### config.mk
export PLATFORM = sky130hd
export DESIGN_NAME = rmd_mul_div
export DESIGN_NICKNAME = d
export VERILOG_FILES = /design/src/inc/rmd_pkg.sv /design/src/rtl/rmd_shift_matrix.sv /design/src/rtl/rmd_mul_div.sv
export SDC_FILE = /design/constraint.sdc
export NUM_CORES = 2
export LEC_CHECK = 0
export ABC_AREA = 1
export CELL_PAD_IN_SITES_DETAIL_PLACEMENT = 0
export CELL_PAD_IN_SITES_GLOBAL_PLACEMENT = 1
export CORE_AREA = 3 3 291 293
export DETAILED_ROUTE_END_ITERATION = 8
export DIE_AREA = 0 0 294 296
export DONT_BUFFER_PORTS = 1
export PLACE_DENSITY = 0.6
export RECOVER_POWER = 25
export SETUP_SLACK_MARGIN = 0.3
export SLEW_MARGIN = 30
export SYNTH_ARGS = -nofsm -noshare
export SYNTH_HDL_FRONTEND = slang
export SYNTH_SLANG_ARGS = --single-unit
### constraint.sdc
create_clock -name sys_clk -period 18.9 [get_ports sys_clk]
set_input_delay 4.725 -clock sys_clk [delete_from_list [all_inputs] [get_ports sys_clk]]
set_output_delay 4.725 -clock sys_clk [all_outputs]
set_load 0.005 [all_outputs]
### src/inc/rmd_pkg.sv
// constants, states and state record of the radix-4 integer multiply/divide unit
package rmd_pkg;

    // ----------------------------------------------------------------
    // datapath widths
    // ----------------------------------------------------------------
    localparam int unsigned OP_W        = 32;
    localparam int unsigned ACC_W       = 57;
    localparam int unsigned RB_W        = 56;
    localparam int unsigned SUM_W       = 58;
    localparam int unsigned LOW_W       = 34;
    localparam int unsigned MPL_SHIFT_W = 30;
    localparam int unsigned SH_W        = 5;
    localparam int unsigned CNT_W       = 6;
    localparam int unsigned DIGIT_W     = 2;

    // ----------------------------------------------------------------
    // field positions
    // ----------------------------------------------------------------
    localparam int unsigned RB_OP_LSB    = 23;
    localparam int unsigned RB_OP_MSB    = 54;
    localparam int unsigned OVF_HI       = 52;
    localparam int unsigned OVF_LO       = 21;
    localparam int unsigned OVF_REF      = 20;
    localparam int unsigned LOW_PROD_LSB = 23;
    localparam int unsigned REM_ALIGN    = 25;
    localparam int unsigned DIV_REM_TOP  = 54;

    // ----------------------------------------------------------------
    // loop counts
    // ----------------------------------------------------------------
    localparam logic [CNT_W-1:0] CNT_ZERO       = 6'h00;
    localparam logic [CNT_W-1:0] CNT_ONE        = 6'h01;
    localparam logic [CNT_W-1:0] MUL_LAST_CLOCK = 6'h1f;
    localparam logic [CNT_W-1:0] DIV_ITER_BASE  = 6'h10;
    localparam logic [SH_W-1:0]  SH_MAX         = 5'h1f;

    // ----------------------------------------------------------------
    // sequencer states, gray along the multiply path
    // ----------------------------------------------------------------
    typedef enum logic [2:0] {
        ST_IDLE     = 3'h0,
        ST_MUL_LOOP = 3'h1,
        ST_MUL_FIX  = 3'h3,
        ST_PRESENT  = 3'h2,
        ST_DIV_LOOP = 3'h6,
        ST_REM_FIX  = 3'h7
    } rmd_state_e;

    typedef struct packed {
        rmd_state_e             state;
        logic [CNT_W-1:0]       cnt;
        logic [ACC_W-1:0]       partial_accum_reg;
        logic [RB_W-1:0]        divisor_multiplicand_reg;
        logic [MPL_SHIFT_W-1:0] multiplier_shift_reg;
        logic [LOW_W-1:0]       low_result_shift_reg;
        logic                   estimate_bit_low;
        logic                   estimate_bit_high;
        logic [SH_W-1:0]        norm_shift_length;
        logic                   a_neg;
        logic                   b_neg;
        logic [OP_W-1:0]        res_high;
        logic [OP_W-1:0]        res_low;
        logic                   overflow_flag;
    } rmd_regs_s;

endpackage

### src/rtl/rmd_shift_matrix.sv
// left-shift matrix with optional bit reversal around it, giving a right shift
`timescale 1ns/1ns
`default_nettype none

module rmd_shift_matrix
    import rmd_pkg::*;
#(
    parameter int unsigned W = 32
) (
    input  wire logic [W-1:0]    data_in,
    input  wire logic [SH_W-1:0] amount,
    input  wire logic            reverse,
    output logic      [W-1:0]    data_out
);

    logic [W-1:0] pre;
    logic [W-1:0] shifted;

    // no right shifter exists: reversing in and out turns the left shift round
    always_comb begin
        for (int i = 0; i < W; i++) begin
            pre[i] = reverse ? data_in[W-1-i] : data_in[i];
        end
        shifted = pre << amount;
        for (int i = 0; i < W; i++) begin
            data_out[i] = reverse ? shifted[W-1-i] : shifted[i];
        end
    end

endmodule

`default_nettype wire

### src/rtl/rmd_mul_div.sv
// radix-4 signed 32-bit integer multiply and divide datapath with its sequencer
// How it works
// - multiplier pair picks 0..3 times, add, shift two
// - three times comes from adder of 1x and 2x
// - multiplicand loaded at bits 54..23, sign-extended
// - load multiplier 31..2, clear accumulator, route low pair
// - multiply loop is 32 clocks, 16 iterations
// - two low adder bits shift into low extension
// - negative multiplier: subtract multiplicand once, shift two
// - final cycle drives result lines
// - overflow unless product bits 52..20 all equal
// - priority encoder normalizes divisor to bit 54
// - negate divisor first, then hold it steady
// - odd shift count moves dividend left one place
// - dividend made positive by set-up negator a_mag, loaded shifted
// - estimate from full compares of remainder with 1x and 2x divisor
// - primary subtracts estimate, alternate one multiple less
// - primary carry picks which difference reloads accumulator
// - quotient pair is estimate or estimate minus one
// - estimate codes select 1/0, 2/1, 3/2 multiples
// - remainder shifted back via reversed left shifter
// - quotient negated when operand signs differ
// - remainder negated when dividend was negative
// - ready pulse once result is on lines
`timescale 1ns/1ns
`default_nettype none

module rmd_mul_div
    import rmd_pkg::*;
(
    input  wire logic            sys_clk,
    input  wire logic            reset,
    input  wire logic            start_multiply,
    input  wire logic            start_divide,
    input  wire logic [OP_W-1:0] operand_a,
    input  wire logic [OP_W-1:0] operand_b,
    output logic      [OP_W-1:0] result_high,
    output logic      [OP_W-1:0] result_low,
    output logic                 overflow_flag,
    output logic                 result_ready_pulse,
    output logic                 busy
);

    // ----------------------------------------------------------------
    // state record
    // ----------------------------------------------------------------
    rmd_regs_s r;
    rmd_regs_s next_r;

    // ----------------------------------------------------------------
    // divide set-up: magnitudes, priority encoder, normalizer
    // ----------------------------------------------------------------
    logic [OP_W-1:0]  a_mag;
    logic [OP_W-1:0]  b_mag;
    logic [SH_W-1:0]  msb_pos;
    logic [SH_W-1:0]  sh_calc;
    logic [OP_W-1:0]  norm_divisor;
    logic [LOW_W-1:0] dividend_stage;
    logic             divisor_zero;
    logic [ACC_W-1:0] rem_shifted;

    always_comb begin
        a_mag = operand_a[OP_W-1] ? OP_W'(32'h0 - operand_a) : operand_a;
        b_mag = operand_b[OP_W-1] ? OP_W'(32'h0 - operand_b) : operand_b;
        msb_pos = '0;
        for (int i = 0; i < OP_W; i++) begin
            if (b_mag[i]) begin
                msb_pos = SH_W'(i);
            end
        end
        sh_calc = SH_MAX - msb_pos;
        divisor_zero = (b_mag == '0);
        // the staged word keeps the bit an odd alignment would push out
        dividend_stage = {a_mag, 2'h0} >> (sh_calc[0] ? 1 : 2);
    end

    rmd_shift_matrix #(
        .W (OP_W)
    ) u_norm (
        .data_in  (b_mag),
        .amount   (sh_calc),
        .reverse  (1'b0),
        .data_out (norm_divisor)
    );

    rmd_shift_matrix #(
        .W (ACC_W)
    ) u_rem_back (
        .data_in  (r.partial_accum_reg),
        .amount   (r.norm_shift_length),
        .reverse  (1'b1),
        .data_out (rem_shifted)
    );

    // ----------------------------------------------------------------
    // adders and divisor multiples
    // ----------------------------------------------------------------
    logic [SUM_W-1:0] acc_ext;
    logic [SUM_W-1:0] rb_x1;
    logic [SUM_W-1:0] rb_x2;
    logic [SUM_W-1:0] rb_x3;
    logic [SUM_W-1:0] mul_pick;
    logic [SUM_W-1:0] y_pick;
    logic [SUM_W-1:0] x_pick;
    logic [SUM_W-1:0] y_sum;
    logic [SUM_W-1:0] x_sum;
    logic             primary_adder_carry;
    logic             est_low;
    logic             est_high;
    logic [DIGIT_W-1:0] est_digit;
    logic [DIGIT_W-1:0] q_digit;

    always_comb begin
        acc_ext = {(r.partial_accum_reg[ACC_W-1] & ~(r.state == ST_DIV_LOOP)),
                   r.partial_accum_reg};
        rb_x1 = {{(SUM_W-RB_W){r.divisor_multiplicand_reg[RB_W-1]}}, r.divisor_multiplicand_reg};
        rb_x2 = rb_x1 << 1;
        rb_x3 = rb_x1 + rb_x2;

        case ({r.estimate_bit_high, r.estimate_bit_low})
            2'h0:    mul_pick = '0;
            2'h1:    mul_pick = rb_x1;
            2'h2:    mul_pick = rb_x2;
            2'h3:    mul_pick = rb_x3;
            default: mul_pick = '0;
        endcase

        // estimate against the whole remainder and divisor multiples
        // full compares keep the pick within one of the true digit
        est_high = (acc_ext >= rb_x2);
        est_low  = ~est_high & (acc_ext >= rb_x1);
        if (est_high) begin
            y_pick    = rb_x3;
            x_pick    = rb_x2;
            est_digit = 2'h3;
        end else if (est_low) begin
            y_pick    = rb_x2;
            x_pick    = rb_x1;
            est_digit = 2'h2;
        end else begin
            y_pick    = rb_x1;
            x_pick    = '0;
            est_digit = 2'h1;
        end
        y_sum = acc_ext - y_pick;
        x_sum = acc_ext - x_pick;
        primary_adder_carry = ~y_sum[SUM_W-1];
        q_digit = primary_adder_carry ? est_digit : DIGIT_W'(est_digit - 2'h1);
    end

    // ----------------------------------------------------------------
    // sequencer
    // ----------------------------------------------------------------
    logic [SUM_W-1:0] m_sum;
    logic [ACC_W-1:0] m_acc;
    logic [LOW_W-1:0] m_low;
    logic [OP_W-1:0]  rem_mag;
    logic [OP_W-1:0]  quo_mag;

    always_comb begin
        next_r  = r;
        m_sum   = acc_ext;
        m_acc   = '0;
        m_low   = '0;
        rem_mag = rem_shifted[REM_ALIGN+OP_W-1:REM_ALIGN];
        quo_mag = r.low_result_shift_reg[OP_W-1:0];

        case (r.state)
            ST_IDLE: begin
                // operands are taken on the start edge itself
                if (start_multiply) begin
                    next_r.divisor_multiplicand_reg =
                        {{(RB_W-RB_OP_MSB-1){operand_b[OP_W-1]}}, operand_b, {RB_OP_LSB{1'b0}}};
                    next_r.multiplier_shift_reg = operand_a[OP_W-1:DIGIT_W];
                    next_r.estimate_bit_low     = operand_a[0];
                    next_r.estimate_bit_high    = operand_a[1];
                    next_r.partial_accum_reg    = '0;
                    next_r.low_result_shift_reg = '0;
                    next_r.a_neg                = operand_a[OP_W-1];
                    next_r.cnt                  = CNT_ZERO;
                    next_r.state                = ST_MUL_LOOP;
                end else if (start_divide) begin
                    next_r.a_neg                = operand_a[OP_W-1];
                    next_r.b_neg                = operand_b[OP_W-1];
                    next_r.norm_shift_length    = sh_calc;
                    next_r.divisor_multiplicand_reg =
                        {{(RB_W-RB_OP_MSB-1){1'b0}}, norm_divisor, {RB_OP_LSB{1'b0}}};
                    next_r.partial_accum_reg    = {dividend_stage, {RB_OP_LSB{1'b0}}};
                    next_r.low_result_shift_reg = '0;
                    next_r.cnt = DIV_ITER_BASE - CNT_W'(msb_pos[SH_W-1:1]);
                    if (divisor_zero) begin
                        next_r.overflow_flag = 1'b1;
                        next_r.res_high      = '0;
                        next_r.res_low       = '0;
                        next_r.state         = ST_PRESENT;
                    end else begin
                        next_r.state = ST_DIV_LOOP;
                    end
                end
            end

            ST_MUL_LOOP: begin
                // two clocks per iteration; the sum is taken on the odd one
                next_r.cnt = CNT_W'(r.cnt + CNT_ONE);
                if (r.cnt[0]) begin
                    m_sum = acc_ext + mul_pick;
                    next_r.partial_accum_reg = {m_sum[SUM_W-1], m_sum[SUM_W-1:DIGIT_W]};
                    next_r.low_result_shift_reg =
                        {m_sum[DIGIT_W-1:0], r.low_result_shift_reg[LOW_W-1:DIGIT_W]};
                    next_r.estimate_bit_low     = r.multiplier_shift_reg[0];
                    next_r.estimate_bit_high    = r.multiplier_shift_reg[1];
                    next_r.multiplier_shift_reg = r.multiplier_shift_reg >> DIGIT_W;
                end
                if (r.cnt == MUL_LAST_CLOCK) begin
                    next_r.state = ST_MUL_FIX;
                end
            end

            ST_MUL_FIX: begin
                m_sum = r.a_neg ? SUM_W'(acc_ext - rb_x1) : acc_ext;
                m_acc = {m_sum[SUM_W-1], m_sum[SUM_W-1:DIGIT_W]};
                m_low = {m_sum[DIGIT_W-1:0], r.low_result_shift_reg[LOW_W-1:DIGIT_W]};
                next_r.partial_accum_reg    = m_acc;
                next_r.low_result_shift_reg = m_low;
                next_r.res_high = m_acc[OVF_HI:OVF_LO];
                next_r.res_low  = {m_acc[OVF_REF:0], m_low[LOW_W-1:LOW_PROD_LSB]};
                next_r.overflow_flag = |(m_acc[OVF_HI:OVF_LO] ^ {OP_W{m_acc[OVF_REF]}});
                next_r.state = ST_PRESENT;
            end

            ST_DIV_LOOP: begin
                // divisor register is left untouched throughout the loop
                if (primary_adder_carry) begin
                    next_r.partial_accum_reg = {y_sum[DIV_REM_TOP:0], 2'h0};
                end else begin
                    next_r.partial_accum_reg = {x_sum[DIV_REM_TOP:0], 2'h0};
                end
                next_r.low_result_shift_reg =
                    {r.low_result_shift_reg[LOW_W-DIGIT_W-1:0], q_digit};
                next_r.cnt = CNT_W'(r.cnt - CNT_ONE);
                if (r.cnt == CNT_ONE) begin
                    next_r.state = ST_REM_FIX;
                end
            end

            ST_REM_FIX: begin
                next_r.res_low  = (r.a_neg ^ r.b_neg) ? OP_W'(32'h0 - quo_mag) : quo_mag;
                next_r.res_high = r.a_neg ? OP_W'(32'h0 - rem_mag) : rem_mag;
                next_r.overflow_flag = 1'b0;
                next_r.state = ST_PRESENT;
            end

            ST_PRESENT: begin
                next_r.state = ST_IDLE;
            end

            default: begin
                next_r.state = ST_IDLE;
            end
        endcase
    end

    always_ff @(posedge sys_clk or posedge reset) begin
        if (reset) begin
            r <= '0;
        end else begin
            r <= next_r;
        end
    end

    // ----------------------------------------------------------------
    // outputs to the host
    // ----------------------------------------------------------------
    assign result_high        = r.res_high;
    assign result_low         = r.res_low;
    assign overflow_flag      = r.overflow_flag;
    assign result_ready_pulse = (r.state == ST_PRESENT);
    assign busy               = (r.state != ST_IDLE);

endmodule

`default_nettype wire

==> metrics.csv <==
metric;value;unit
hold_viol_final;0;
mostFrequentLayoutCell;nand2_1;
grt_setup_unrepaired;false;
fin_skew;0.03189;ns
met1_usage;38.05;%
synth_nets;4708;
clk_path_buf_depth;3;
cts_tree;yes;
synth_ff_type;dfrtp_1;
cts.clk_slew.worst_paths;0.06;ns
slew_violations;189;
path_class;in -> async;
numCtsBuffers;35;
worstPathCellList;clkinvlp_2 > clkbuf_1;
track_usage;27.22;%
met2_usage;43.97;%
finalSetupViolCount;0;
area_growth;4.722;%
final_layout_size_suffix_gt1_share;6.656;%
drv_cap;3;
io_pins;135;
grt_util_met3;2.441;%
period_share;47.42;%
ant_nets;0;
drc_errors;0;
hpwl;95800;um
fin_ws;9.938;ns
synth_cells;4429;
antenna_cells;0;
hold_class;reg -> reg;
drtIter0Drc;2704;
dpl_worst_slack;9.378;ns
grt_max_degree;90;
critPathBufInv;2;
ff2ff_setup_slack;10.00;ns
synth_edf_count;0;
crit_family;buffers and inverters;
insertion_delay;0.58;ns
crit_path_end_kind;async pin;
die_x;294;um
fmax;111.6;MHz
min_from;result_low[3]$_DFFE_PP0P_;
start_util;35.01;%
fin_setup_tns;0;ns
path_max_fanout;67;
violations;capacitance limit, slew limit;
post_drt_via_cell_ratio;5.548;
top_usage_layer;met2;
start_kind;primary input;
slowest_delay;2.24;ns
power_leakage;0.01417;uW
grt_pass1_vias;28506;
dieHeight;296;um
htreeDepth;2;
cp_data_arrival_time;8.95;ns
cts_root_buffer;clkbuf_16;
timing.hold.ws;0.4939;ns
worstReg2RegEnd;acc_ext[44]$_DFFE_PP0P_;
num_vias;29612;
p_per_area;229.9;nW/um2
tightest_slew;3.489;ns
grt_pass1_wl;182500;um
hold_buffers;0;
wl_per_cell;22.59;um
cts_sinks;237;
drt_pre_antenna_iters;6;
synthArstFlopShare;100.0;%
yosysWarnings;0;
timing.rr.start;r[259]$_DFFE_PP0P_;
core;82110;um2
holdPathEnd;result_low[3]$_DFFE_PP0P_;
cp_slowest_cell;clkbuf_1;
synth_area;28750;um2
final_cell_mix;nand2_1 (958), inv_1 (480), o21ai_0 (392);
fin_nets;4523;
cts_resized;0;
ir_drop;0.1269;mV
die-area;87020;um2
rr_worst_depth;44;
num_rows;105;
timing.slew.headroom;-133.9;%
wl;120600;um
place.gp.congestion;0.9193;
status;finished, violations left;
cp_data_required_time;18.89;ns
ys_ff_latch;237;
antenna_found_initial;1;
min_period;8.962;ns
grt-ovfl-total;0;
portBuffers;0;
yosysSeqAreaShare;20.63;%
hold_depth;2;
postCtsSetupRepairBufs;0;
avgSynthCellArea;6.491;um2
ys_types;74;
## flip-flops by register name, indices dropped and copies added, names as in the netlist
signal and flops:
r 83, acc_ext 57, quo_mag 32, result_high 32, result_low 32, overflow_flag 1
## report_power, final
part / leakage, uW / internal, uW / total [uW] / switching (uW)
logic: 0.0105 / 1750 / 5310 / 3560
clock network: 0.000578 / 402 / 682 / 280
registers: 0.00307 / 691 / 928 / 237
total: 0.0142 / 2840 / 6920 / 4080
## stage by stage
step	total power, uW	cell area, um2	utilization, %	std cells
after floorplan	4821	28750	-	4429
after global placement	6215	28960	35.27	5276
after detailed placement	6150	28960	35.27	5276
after CTS	6866	30120	36.68	5336
after global routing	7630	30110	36.67	5337
final	6922	30110	36.67	5337
## final cells by class
class,count,area [um2]
clock buffer,47,1001
clock inverter,13,156.4
fill,9074,52000
inverter,526,1983
multi-input combinational,3398,19350
sequential,237,5932
tap,1070,1339
timing repair buffer,46,344.1
## tightest hold or removal path: cells and delay by family (launching register included)
kind             cells  cell delay (ns)
flip-flops           1             0.36
AND/OR/NAND/NOR      2             0.11
## routing by layer
layer / routed length (um) / share of wire [%]
met5: 0 / 0
met4: 4615 / 3.8
met3: 5175 / 4.3
met2: 54280 / 45
met1: 56500 / 47
## cell families after synthesis
family                   after synthesis  share of synthesized area (%)
AND/OR/NAND/NOR                     1825                          28.29
AO/OA/AOI/OAI                       1198                          24.31
buffers and inverters                794                          12.26
flip-flops                           237                          20.63
adder cells (fa/ha/maj)              211                          9.313
XOR/XNOR                             136                          4.221
multiplexers                          28                         0.9748
## synthesized netlist by cell type, types with 10 or more instances
cell,number,area [um2]
nand2_1,958,3596
inv_1,483,1813
o21ai_0,392,1962
nand3_1,347,1737
a21oi_1,335,1677
nor2_1,261,979.7
dfrtp_1,237,5931
ha_1,206,2577
clkbuf_1,125,469.2
xor2_1,93,814.5
o21ai_1,89,445.4
o211ai_1,79,593.1
buf_4,76,570.6
o22ai_1,72,450.4
o221ai_1,60,525.5
nor3_1,58,290.3
or2_2,40,250.2
xnor2_1,40,350.3
inv_2,34,127.6
nand4_1,34,212.7
buf_2,33,165.2
mux2i_1,28,280.3
a31oi_1,26,162.7
nand2_2,24,150.1
o21bai_1,23,172.7
buf_6,22,247.7
nor4_1,22,137.6
a21boi_1,21,157.7
nor3_2,19,190.2
o311ai_0,15,131.4
a22oi_1,13,97.59
o21ai_2,13,113.9
nand3b_1,10,75.07
## worst max-delay path by stage
stage | startpoint | end | cells past startpoint
after floorplan | reset | acc_ext[0]$_DFFE_PP0P_ | 1
after global placement | operand_b[0] | acc_ext[33]$_DFFE_PP0P_ | 36
after detailed placement | operand_b[0] | acc_ext[23]$_DFFE_PP0P_ | 29
after CTS | operand_b[0] | acc_ext[23]$_DFFE_PP0P_ | 29
after global routing | reset | result_high[16]$_DFFE_PP0P_ | 2
final | reset | result_high[14]$_DFFE_PP0P_ | 2
Note: power is estimated with default switching activity, not from simulation.
